File: src/hdl/mss_pkg.sv
// Notes on behaviour
// - powers up in standby, no measuring
// - measure bit set enters measurement mode
// - measure bit 3 cleared returns standby
// - standby makes no acceleration measurements
// - standby entry leaves sample FIFO untouched
// - all registers readable and writable in standby
// - low-power bit 4 reduces internal sampling
// - rate code 1111 is 3200 Hz, halving
// - inactivity threshold sets no-activity level
// - autosleep plus link and quiet time sleeps
// - chip select held high selects I2C
// - SPI bit clear 4-wire, set 3-wire
// - clock polarity 1, phase 1, max 5 MHz; the testbench master clocks at 6.25 MHz (160 ns period)
// - clock idles high, shift fall, sample rise
// - burst beyond one byte needs burst flag
// - each further byte advances register pointer
package mss_pkg;

  // ****************************************
  // clocking and timing
  // ****************************************
  localparam int CLK_HZ             = 50_000_000;
  localparam int SPI_MAX_HZ         = 5_000_000;
  localparam int FASTEST_RATE_HZ    = 3200;
  localparam int INACT_UNIT_S       = 1;
  localparam int FAST_PERIOD_CYCLES = CLK_HZ / FASTEST_RATE_HZ;
  localparam int SECOND_CYCLES      = CLK_HZ * INACT_UNIT_S;

  // ****************************************
  // register offsets
  // ****************************************
  localparam logic [5:0] ADDR_INACT_THRESH = 6'h25;
  localparam logic [5:0] ADDR_INACT_TIME   = 6'h26;
  localparam logic [5:0] ADDR_RATE_POWER   = 6'h2C;
  localparam logic [5:0] ADDR_POWER_CTRL   = 6'h2D;
  localparam logic [5:0] ADDR_OUT_FORMAT   = 6'h31;
  localparam logic [5:0] ADDR_MODE_STATUS  = 6'h3F;

  // ****************************************
  // field positions and codes
  // ****************************************
  localparam int MEASURE_BIT    = 3;
  localparam int AUTOSLEEP_BIT  = 4;
  localparam int LINK_BIT       = 5;
  localparam int LOW_POWER_BIT  = 4;
  localparam int SPI3_BIT       = 6;
  localparam int READ_FLAG_BIT  = 7;
  localparam int BURST_FLAG_BIT = 6;
  localparam logic [3:0] RATE_CODE_MAX = 4'hF;
  localparam logic [3:0] RATE_CODE_MIN = 4'h6;
  localparam logic [2:0] LAST_BIT      = 3'h7;

  // ****************************************
  // values after reset
  // ****************************************
  localparam logic [7:0] RST_INACT_THRESH = 8'h00;
  localparam logic [7:0] RST_INACT_TIME   = 8'h00;
  localparam logic [7:0] RST_RATE_POWER   = 8'h0A;
  localparam logic [7:0] RST_POWER_CTRL   = 8'h00;
  localparam logic [7:0] RST_OUT_FORMAT   = 8'h00;

  typedef enum logic [1:0] {PH_IDLE, PH_ADDR, PH_DATA} mss_phase_t;

endpackage

File: src/hdl/mss_spi_port.sv
`timescale 1ns/1ns
module mss_spi_port import mss_pkg::*; #(
  parameter int FAST_PERIOD_P = FAST_PERIOD_CYCLES,
  parameter int SECOND_P      = SECOND_CYCLES
) (
  input  wire logic       clk_sys,
  input  wire logic       reset_n,
  input  wire logic       spiClk,
  input  wire logic       chipSelN,
  input  wire logic       serialIn,
  output logic            serialOut,
  output logic            serialOutOe,
  input  wire logic       sdioIn,
  output logic            sdioOut,
  output logic            sdioOe,
  input  wire logic [7:0] accelMagnitude,
  input  wire logic       accelValid,
  output logic            measureActive,
  output logic            sleepActive,
  output logic            lowPowerSample,
  output logic [3:0]      rateCode,
  output logic            sampleTick,
  output logic            i2cMode
);

  // ****************************************
  // pin synchronisers
  // ****************************************
  logic sclkS;
  logic csnS;
  logic sdiS;
  logic sdioS;

  mss_sync #(.RESET_VAL(1'b1)) uSyncClk (.clk_sys(clk_sys), .reset_n(reset_n),
                                         .asyncIn(spiClk), .syncOut(sclkS));
  mss_sync #(.RESET_VAL(1'b1)) uSyncCs  (.clk_sys(clk_sys), .reset_n(reset_n),
                                         .asyncIn(chipSelN), .syncOut(csnS));
  mss_sync #(.RESET_VAL(1'b0)) uSyncDi  (.clk_sys(clk_sys), .reset_n(reset_n),
                                         .asyncIn(serialIn), .syncOut(sdiS));
  mss_sync #(.RESET_VAL(1'b0)) uSyncDio (.clk_sys(clk_sys), .reset_n(reset_n),
                                         .asyncIn(sdioIn), .syncOut(sdioS));

  // ****************************************
  // state
  // ****************************************
  logic [7:0]  inactThresh;
  logic [7:0]  inactTime;
  logic [7:0]  ratePower;
  logic [7:0]  powerCtrl;
  logic [7:0]  outFormat;
  logic        sclkPrev;
  mss_phase_t  phase;
  logic [2:0]  bitCount;
  logic [7:0]  shiftIn;
  logic [7:0]  shiftOut;
  logic        outBit;
  logic        readFlag;
  logic        burstFlag;
  logic        dataOpen;
  logic [5:0]  regPtr;
  logic        sleeping;
  logic        quiet;
  logic [31:0] secCount;
  logic [7:0]  inactSec;
  logic [31:0] sampleCount;
  logic        tick;
  logic        i2cSel;

  logic [7:0]  next_inactThresh;
  logic [7:0]  next_inactTime;
  logic [7:0]  next_ratePower;
  logic [7:0]  next_powerCtrl;
  logic [7:0]  next_outFormat;
  mss_phase_t  next_phase;
  logic [2:0]  next_bitCount;
  logic [7:0]  next_shiftIn;
  logic [7:0]  next_shiftOut;
  logic        next_outBit;
  logic        next_readFlag;
  logic        next_burstFlag;
  logic        next_dataOpen;
  logic [5:0]  next_regPtr;
  logic        next_sleeping;
  logic        next_quiet;
  logic [31:0] next_secCount;
  logic [7:0]  next_inactSec;
  logic [31:0] next_sampleCount;
  logic        next_tick;
  logic        next_i2cSel;

  logic        sclkRise;
  logic        sclkFall;
  logic        csActive;
  logic        threeWire;
  logic        inBit;
  logic [7:0]  capByte;
  logic        regWe;
  logic        measuring;
  logic        autoArmed;
  logic [3:0]  codeEff;
  logic [31:0] periodCycles;

  assign sclkRise  = sclkS & ~sclkPrev;
  assign sclkFall  = ~sclkS & sclkPrev;
  assign csActive  = ~csnS;
  assign threeWire = outFormat[SPI3_BIT];
  assign inBit     = threeWire ? sdioS : sdiS;
  assign capByte   = {shiftIn[6:0], inBit};
  assign measuring = powerCtrl[MEASURE_BIT];
  assign autoArmed = powerCtrl[AUTOSLEEP_BIT] & powerCtrl[LINK_BIT];

  // register map read; no mode gate, so standby reads everything
  function automatic logic [7:0] regValue(input logic [5:0] addr);
    case (addr)
      ADDR_INACT_THRESH: regValue = inactThresh;
      ADDR_INACT_TIME:   regValue = inactTime;
      ADDR_RATE_POWER:   regValue = ratePower;
      ADDR_POWER_CTRL:   regValue = powerCtrl;
      ADDR_OUT_FORMAT:   regValue = outFormat;
      ADDR_MODE_STATUS:  regValue = {6'h00, sleeping, measuring};
      default:           regValue = 8'h00;
    endcase
  endfunction

  // ****************************************
  // serial engine
  // ****************************************
  always_comb begin
    next_phase     = phase;
    next_bitCount  = bitCount;
    next_shiftIn   = shiftIn;
    next_shiftOut  = shiftOut;
    next_outBit    = outBit;
    next_readFlag  = readFlag;
    next_burstFlag = burstFlag;
    next_dataOpen  = dataOpen;
    next_regPtr    = regPtr;
    next_i2cSel    = i2cSel & ~csActive;
    regWe          = 1'b0;
    if (!csActive) begin
      next_phase    = PH_IDLE;
      next_bitCount = 3'h0;
      next_outBit   = 1'b0;
    end else begin
      if (phase == PH_IDLE) begin
        next_phase = PH_ADDR;
      end
      // sample on rise, shift out on fall: mode 1,1
      if (sclkRise && phase != PH_IDLE) begin
        next_shiftIn  = capByte;
        next_bitCount = bitCount + 3'h1;
        if (bitCount == LAST_BIT) begin
          if (phase == PH_ADDR) begin
            next_readFlag  = capByte[READ_FLAG_BIT];
            next_burstFlag = capByte[BURST_FLAG_BIT];
            next_regPtr    = capByte[5:0];
            next_phase     = PH_DATA;
            next_dataOpen  = 1'b1;
            next_shiftOut  = regValue(capByte[5:0]);
          end else begin
            regWe         = ~readFlag & dataOpen;
            next_dataOpen = burstFlag;
            if (burstFlag) begin
              next_regPtr   = regPtr + 6'h01;
              next_shiftOut = regValue(regPtr + 6'h01);
            end else begin
              next_shiftOut = 8'h00;
            end
          end
        end
      end
      if (sclkFall && phase == PH_DATA) begin
        next_outBit   = shiftOut[7];
        next_shiftOut = {shiftOut[6:0], 1'b0};
      end
    end
  end

  always_ff @(posedge clk_sys) begin
    if (!reset_n) begin
      sclkPrev  <= 1'b1;
      phase     <= PH_IDLE;
      bitCount  <= 3'h0;
      shiftIn   <= 8'h00;
      shiftOut  <= 8'h00;
      outBit    <= 1'b0;
      readFlag  <= 1'b0;
      burstFlag <= 1'b0;
      dataOpen  <= 1'b0;
      regPtr    <= 6'h00;
      i2cSel    <= 1'b1;
    end else begin
      sclkPrev  <= sclkS;
      phase     <= next_phase;
      bitCount  <= next_bitCount;
      shiftIn   <= next_shiftIn;
      shiftOut  <= next_shiftOut;
      outBit    <= next_outBit;
      readFlag  <= next_readFlag;
      burstFlag <= next_burstFlag;
      dataOpen  <= next_dataOpen;
      regPtr    <= next_regPtr;
      i2cSel    <= next_i2cSel;
    end
  end

  // ****************************************
  // register file
  // ****************************************
  always_comb begin
    next_inactThresh = inactThresh;
    next_inactTime   = inactTime;
    next_ratePower   = ratePower;
    next_powerCtrl   = powerCtrl;
    next_outFormat   = outFormat;
    if (regWe) begin
      case (regPtr)
        ADDR_INACT_THRESH: next_inactThresh = capByte;
        ADDR_INACT_TIME:   next_inactTime   = capByte;
        ADDR_RATE_POWER:   next_ratePower   = capByte;
        ADDR_POWER_CTRL:   next_powerCtrl   = capByte;
        ADDR_OUT_FORMAT:   next_outFormat   = capByte;
        default:           next_outFormat   = outFormat;
      endcase
    end
  end

  always_ff @(posedge clk_sys) begin
    if (!reset_n) begin
      inactThresh <= RST_INACT_THRESH;
      inactTime   <= RST_INACT_TIME;
      ratePower   <= RST_RATE_POWER;
      powerCtrl   <= RST_POWER_CTRL;
      outFormat   <= RST_OUT_FORMAT;
    end else begin
      inactThresh <= next_inactThresh;
      inactTime   <= next_inactTime;
      ratePower   <= next_ratePower;
      powerCtrl   <= next_powerCtrl;
      outFormat   <= next_outFormat;
    end
  end

  // ****************************************
  // power modes and sampling
  // ****************************************
  // codes below the slowest rate are clamped to it
  assign codeEff = (ratePower[3:0] < RATE_CODE_MIN) ? RATE_CODE_MIN : ratePower[3:0];
  assign periodCycles = 32'(FAST_PERIOD_P) << (RATE_CODE_MAX - codeEff);

  always_comb begin
    next_sampleCount = sampleCount;
    next_tick        = 1'b0;
    next_quiet       = quiet;
    next_secCount    = secCount;
    next_inactSec    = inactSec;
    next_sleeping    = sleeping;
    // standby stops the sample and inactivity timers and clears sleeping; nothing here flushes stored samples
    if (!measuring) begin
      next_sampleCount = 32'h0000_0000;
    end else if (sampleCount >= periodCycles - 32'h0000_0001) begin
      next_sampleCount = 32'h0000_0000;
      next_tick        = 1'b1;
    end else begin
      next_sampleCount = sampleCount + 32'h0000_0001;
    end
    if (accelValid) begin
      next_quiet = (accelMagnitude <= inactThresh);
    end
    if (!measuring || !next_quiet) begin
      next_secCount = 32'h0000_0000;
      next_inactSec = 8'h00;
    end else if (secCount >= 32'(SECOND_P) - 32'h0000_0001) begin
      next_secCount = 32'h0000_0000;
      next_inactSec = (inactSec == 8'hFF) ? inactSec : inactSec + 8'h01;
    end else begin
      next_secCount = secCount + 32'h0000_0001;
    end
    if (!measuring || !autoArmed || !next_quiet) begin
      next_sleeping = 1'b0;
    end else if (inactSec >= inactTime) begin
      next_sleeping = 1'b1;
    end
  end

  always_ff @(posedge clk_sys) begin
    if (!reset_n) begin
      sampleCount <= 32'h0000_0000;
      tick        <= 1'b0;
      quiet       <= 1'b0;
      secCount    <= 32'h0000_0000;
      inactSec    <= 8'h00;
      sleeping    <= 1'b0;
    end else begin
      sampleCount <= next_sampleCount;
      tick        <= next_tick;
      quiet       <= next_quiet;
      secCount    <= next_secCount;
      inactSec    <= next_inactSec;
      sleeping    <= next_sleeping;
    end
  end

  // ****************************************
  // outputs
  // ****************************************
  assign measureActive  = measuring;
  assign sleepActive    = sleeping;
  assign lowPowerSample = measuring & ratePower[LOW_POWER_BIT];
  assign rateCode       = ratePower[3:0];
  assign sampleTick     = tick;
  assign i2cMode        = i2cSel;
  assign serialOut      = outBit;
  assign sdioOut        = outBit;
  // 4-wire drives its output through every frame; write data is don't-care
  assign serialOutOe    = ~threeWire & csActive;
  assign sdioOe         = threeWire & csActive & (phase == PH_DATA) & readFlag;

  // ****************************************
  // assertions
  // ****************************************
  logic pcWrite;
  assign pcWrite = regWe && regPtr == ADDR_POWER_CTRL;

  reset_standby_a: assert property (@(posedge clk_sys)
    !reset_n |=> !measureActive && !sampleTick)
    else $error("device not in standby after reset");

  measure_entry_a: assert property (@(posedge clk_sys) disable iff (!reset_n)
    pcWrite && capByte[MEASURE_BIT] |=> measureActive)
    else $error("measure write did not start measuring");

  standby_return_a: assert property (@(posedge clk_sys) disable iff (!reset_n)
    pcWrite && !capByte[MEASURE_BIT] |=> !measureActive ##1 !sleepActive)
    else $error("clearing measure bit did not give standby");

  standby_no_tick_a: assert property (@(posedge clk_sys) disable iff (!reset_n)
    !measureActive |=> !sampleTick)
    else $error("sample taken in standby");

  sdio_release_a: assert property (@(posedge clk_sys) disable iff (!reset_n)
    sdioOe |-> threeWire && readFlag && phase == PH_DATA && !serialOutOe)
    else $error("shared line driven outside read data");

  four_wire_a: assert property (@(posedge clk_sys) disable iff (!reset_n)
    serialOutOe |-> !outFormat[SPI3_BIT] && !csnS)
    else $error("output driven in 3-wire mode or while deselected");

  burst_step_a: assert property (@(posedge clk_sys) disable iff (!reset_n)
    sclkRise && phase == PH_DATA && bitCount == LAST_BIT && burstFlag && !csnS
    |=> regPtr == $past(regPtr) + 6'h01)
    else $error("burst pointer did not advance");

  single_hold_a: assert property (@(posedge clk_sys) disable iff (!reset_n)
    phase == PH_DATA && !burstFlag && !dataOpen |-> !regWe)
    else $error("write beyond one byte without burst flag");

  shift_on_fall_a: assert property (@(posedge clk_sys) disable iff (!reset_n)
    csActive && $changed(outBit) |-> $past(sclkFall))
    else $error("output bit changed away from falling edge");

  sleep_entry_a: assert property (@(posedge clk_sys) disable iff (!reset_n)
    measuring && autoArmed && quiet && !accelValid && inactSec >= inactTime |=> sleepActive)
    else $error("autosleep not entered");

  burst_read_c: cover property (@(posedge clk_sys) disable iff (!reset_n)
    readFlag && burstFlag && phase == PH_DATA ##1 regPtr != $past(regPtr));
  three_wire_read_c: cover property (@(posedge clk_sys) disable iff (!reset_n) sdioOe);
  sleep_c: cover property (@(posedge clk_sys) disable iff (!reset_n) $rose(sleepActive));
  measure_c: cover property (@(posedge clk_sys) disable iff (!reset_n) $rose(measureActive));

endmodule // mss_spi_port

File: src/hdl/mss_sync.sv
`timescale 1ns/1ns
module mss_sync #(
  parameter logic RESET_VAL = 1'b0
) (
  input  wire logic clk_sys,
  input  wire logic reset_n,
  input  wire logic asyncIn,
  output logic      syncOut
);
  logic stageOne;

  // ****************************************
  // two-stage synchroniser
  // ****************************************
  always_ff @(posedge clk_sys) begin
    if (!reset_n) begin
      stageOne <= RESET_VAL;
      syncOut  <= RESET_VAL;
    end else begin
      stageOne <= asyncIn;
      syncOut  <= stageOne;
    end
  end
endmodule // mss_sync

File: config.mk
export PLATFORM = sky130hd
export DESIGN_NAME = mss_spi_port
export DESIGN_NICKNAME = d
export VERILOG_FILES = /design/src/hdl/mss_pkg.sv /design/src/hdl/mss_spi_port.sv /design/src/hdl/mss_sync.sv
export SDC_FILE = /design/constraint.sdc
export NUM_CORES = 1
export LEC_CHECK = 0
export ABC_AREA = 1
export ABC_CLOCK_PERIOD_IN_PS = 5300
export BUFFER_PORTS_ARGS = -buffer_cell sky130_fd_sc_hd__buf_4
export CAP_MARGIN = 20
export CORE_MARGIN = 3
export CORE_UTILIZATION = 30
export CTS_CLUSTER_DIAMETER = 200
export CTS_CLUSTER_SIZE = 40
export DETAILED_ROUTE_END_ITERATION = 7
export PLACE_DENSITY = 0.42
export RECOVER_POWER = 50
export SLEW_MARGIN = 15
export SYNTH_ARGS = -nofsm -noshare
export SYNTH_HDL_FRONTEND = slang
export SYNTH_SLANG_ARGS = --single-unit
File: constraint.sdc
create_clock -name clk_sys -period 5.3 [get_ports clk_sys]
set_input_delay 0.265 -clock clk_sys [delete_from_list [all_inputs] [get_ports clk_sys]]
set_output_delay 0.265 -clock clk_sys [all_outputs]
set_load 0.05 [all_outputs]
Word-level counts from Yosys, hierarchy flattened
Cells that the tools add are included.

$add $sub $neg: 7. Magnitude comparators: 5. Equal/unequal tests: 21. Shift operators: 1. Mux-type cells: 22. Bitwise operators: 18. Reductions and logical operators: 30.

Operators by type and width (number): $eq 6x6->1 const B (17); $pmux 8 s6 (2); $add 32x1->32 const B (2); $mux 8 (5); $ge 32x26->1 const B (1); $ge 32x32->1 (1); $shl 14x4->32 const A (1); $sub 32x1->32 const B (1); $reduce_and 2->1 (8); $mux 6 (2); $and 1x1->1 (10); $add 8x1->8 const B (1); $eq 8x8->1 const B (1); $ge 8x8->1 (1); $le 8x8->1 (1); $mux 1 (8); $mux 2 (4); $not 1->1 (8); $reduce_and 4->1 (2); $reduce_bool 2->1 (4); $add 6x1->6 const B (1); $reduce_and 3->1 (2); $reduce_or 2->1 (3); $reduce_or 3->1 (2); other kinds (11) (16).

Register bits: 155. Output and inout bits: 13. Word-level logic and storage cells: 134.

Depth between registers and ports, before layout
Depth after elaboration: 8. Mapped depth: 25. Gate-level depth less buffers: 24.

Hierarchy
From an unflattened synthesis, not the netlist that was laid out.

Cells, all modules: 1365. Area, all modules: 9535.4 um^2.

By module, submodules not included: mss_spi_port (times used 1, cells each 1341, area each 9315.2 um^2, sequential area each 2942.8 um^2); mss_sync (times used 4, cells each 6, area each 55.1 um^2, sequential area each 40.0 um^2).

Worst setup path after synthesis
Ideal clock, no wire load.

Path type: reg-to-reg. From: register ratePower[3]. To: register sampleCount[29]. Setup time: 0.128 ns. Arrival time: 3.766 ns. Required time: 5.172 ns. Setup slack: 1.406 ns. Cell stages (with the launch flop): 24. Path buffers: 2. Period minus slack after synthesis: 3.894 ns. Cells stage by stage: dfxtp_1 > buf_4 > inv_1 > a21oi_1 > inv_1 > ha_1 > inv_1 > nor2_1 > nor2_1 > nand4_1 > nor2_4 > nand2_1 > nor2_2 > nand2_1 > xor2_1 > ha_1 > nand2_1 > nor3_1 > nand3_1 > nor2_1 > nand4_1 > nand4_1 > clkbuf_1 > nor2_1.

Cells in the longest elaborated chain, start to end: 7.

Ends and longest elaborated chain: start, declared (RTL line mss_spi_port.sv:48) `logic [7:0] ratePower;`; start signal, assigned (RTL line mss_spi_port.sv:238) `ratePower <= next_ratePower;`; $lt 4x3->1 (RTL line mss_spi_port.sv:248) `assign codeEff = (ratePower[3:0] < RATE_CODE_MIN) ? RATE_CODE_MIN : ratePower[3:0];`; $mux 4 * (RTL line mss_spi_port.sv:248); $sub 4x4->4 * (RTL line mss_spi_port.sv:249) `assign periodCycles = 32'(FAST_PERIOD_P) << (RATE_CODE_MAX - codeEff);`; $shl 14x4->32 * (RTL line mss_spi_port.sv:249); $sub 32x1->32 * (RTL line mss_spi_port.sv:261) `end else if (sampleCount >= periodCycles - 32'h0000_0001) begin`; $ge 32x32->1 * (RTL line mss_spi_port.sv:261); $reduce_or 3->1 (no line) *; end signal, assigned (RTL line mss_spi_port.sv:295) `sampleCount <= next_sampleCount;`; end, declared (RTL line mss_spi_port.sv:65) `logic [31:0] sampleCount;`.

Every way passes the cells marked *; elsewhere a longest branch is shown, timed or not. A chain may end at the register's enable or synchronous reset.

Worst setup path after layout
From: register ratePower[2]. To: register sampleCount[29].

Same word-level chain as after synthesis.

==> results.tsv <==
metric	value	unit
power.leakage	4.34	nW
slew_headroom	-45.4	%
instances_no_fill	1800	
remaining_drc_errors	0	
critPathMaxFanout	26	
viasPerCell	4.76	
grtUsageTotal	16.6	%
path_clk_slew	0.07	ns
tightest_slew	2.18	ns
dpl-instance-area	0.0100	mm^2
start_util	30.7	%
fin_area	0.0105	mm^2
syn_avg_cell_area	6.94	um^2
grt_pass1_vias	8247	
ys_ff_latch	155	
antenna_found_initial	0	
ant_nets	0	
yosys.area.top_type	dfxtp_1	
yosysWarnings	0	
end_kind	register	
io_pins	28	
ys.flop_type	dfxtp_1	
crit_type	register to register	
drt_pass1_iterations	6	
layout.nets	1478	
ys_types	48	
htreeDepth	4	
maxCapViolations	3	
pwr-share-clk	51.8	%
nFillCells	3443	
cp-start-kind	register	
dr_total_vias	8571	
drv_slew	96	
drt_wl_total	27000	um
die_x	183	um
rows	64	
clock-sinks	155	
violations	max-capacitance violations, max-slew violations	
diodes	0	
grt_max_degree	47	
clkLatencyLatePin	0.44	ns
coreArea	0.0307	mm^2
power_density	242	mW/mm^2
synth_top_area_share	32.9	%
worstHoldPathType	primary input to register	
die-area	0.0336	mm^2
drive_above_1_share	6.48	%
ys_seq_area_share	32.9	%
synth_enable_flop_cells	0	
chipHeight	183	um
syn_inst	1359	
grt_pass1_wl	44200	um
period_needed	4.42	ns
p_sw_share	24.7	%
clock.fmax	0.226	GHz
final.period_utilization	83.5	%
clock-skew-final	0.0144	ns
vdd_drop_max	0.000219	V
cts_root_buf	clkbuf_16	
hold_viol	0	
worstPathRequired	5.61	ns
cts-buffers-inserted	17	
cp_data_arrival_time	4.74	ns
cts_tree	done	
mappedNetlistArea	0.00943	mm^2
p_int	1.92	mW
final_common_cell	nand2_1	
place_congestion	0.846	
grt_setup_unrepaired	false	
post-route-util	34.3	%
status	finished, violations left	
areaGrowthSynthToFinish	11.9	%
portBuffers	27	
dp.cells	1763	
wl_per_cell	15.0	um
overflow	0	
tns	0	ns
async_reset_ff_share	0	%
clk_path_buf_depth	2	
combPwrFrac	2.1	%
p_switching	0.628	mW
synthTopCellsByArea	dfxtp_1 (33%), nand2_1 (10%), ha_1 (9.6%)	
mostFrequentLayoutCells	nand2_1 (251), nor2_1 (190), inv_1 (171)	
power_frac_seq	46.1	%
drt_iter0_drc	465	
setup_violations	0	
hpwl	20100	um
worst max-delay path, cell delays in order, from the launching register on:
cell and delay [ns]:
dfxtp_1 0.47, nand2_1 0.08, a21oi_1 0.38, inv_1 0.21
ha_1 0.33, inv_1 0.09, nor2_1 0.08, nor2_1 0.15
nand4_1 0.21, nor2_4 0.23, nand2_1 0.09, nor2_2 0.15
nand2_1 0.08, xor2_1 0.15, ha_1 0.28, nand2_1 0.06
nor3_1 0.16, nand3_1 0.09, nor2_1 0.13, nand4_1 0.12
nand4_1 0.27, buf_4 0.37, nor2_1 0.09
cell usage after synthesis (14+ instances only):
master    instances
nand2_1         250
nor2_1          187
inv_1           168
dfxtp_1         155
a21oi_1         101
nand3_1          92
ha_1             72
o21ai_0          71
xor2_1           41
nor3_1           39
nand4_1          24
clkbuf_1         16
nor2_2           14
registers in the layout, summed over array words and instances (netlist names), 2 cells and up:
signal	count
sampleCount	32
secCount	32
inactSec	8
inactThresh	8
inactTime	8
outFormat	8
powerCtrl	8
ratePower	8
shiftOut	8
shiftIn	7
regPtr	6
bitCount	3
phase	2
worst paths after layout:
kind,start,endpoint,slack (ns),depth (start not counted)
min reg2reg,uSyncClk.stageOne,uSyncClk.syncOut,0.41,1
max,ratePower[2],sampleCount[29],0.88,22
max reg2reg,ratePower[2],sampleCount[29],0.88,22
min,accelValid,quiet,0.13,4
metrics by stage:
stage                     total power [mW]  setup WS, ns  hold slack (ns)
after global placement                1.25          1.02            0.397
after floorplan                       1.23          1.41            0.363
after CTS                             2.60         0.868            0.104
after detailed placement              1.25         0.883            0.398
after global routing                  2.64         0.305            0.139
final                                 2.55         0.877            0.130
layer usage:
layer,vias to the layer above,wire length [um],GRT usage (%),share of wire (%)
li1,4509,-,-,-
met5,-,0,0,0
met2,122,12700,28.2,47
met4,0,609,5.58,2.3
met3,31,834,2.82,3.1
met1,3909,12800,21.3,47
area by class of cell:
class,instances,area (um^2),share of cell area [%]
timing repair buffer,35,214,2.03
tap,396,495,4.70
multi-input combinational,1005,5460,51.7
sequential,155,3100,29.4
clock buffer,18,439,4.16
clock inverter,14,178,1.68
inverter,177,664,6.30
kinds of logic after synthesis:
kind of cell             Yosys count  share of synthesized area, %
adder cells (fa/ha/maj)           72                          9.56
XOR/XNOR                          52                          4.83
other                              2                        0.0797
AND/OR/NAND/NOR                  644                          30.4
buffers and inverters            211                          9.06
AO/OA/AOI/OAI                    223                          13.2
flip-flops                       155                          32.9
what timing repair did:
action | in CTS | in global routing
setup buffers | 0 | 0
endpoints found under the hold margin | 4 | 0
hold buffers | 4 | 0
gates resized for setup | 0 | 0
power groups by stage:
stage | sequential (mW) | clock [mW] | combinational, mW
floorplan | 1.20 | 0 | 0.0329
global placement | 1.20 | 0 | 0.0526
detailed placement | 1.20 | 0 | 0.0531
CTS | 1.17 | 1.37 | 0.0555
global route | 1.17 | 1.41 | 0.0622
finish | 1.17 | 1.32 | 0.0538
(Power assumes the default switching activity.)
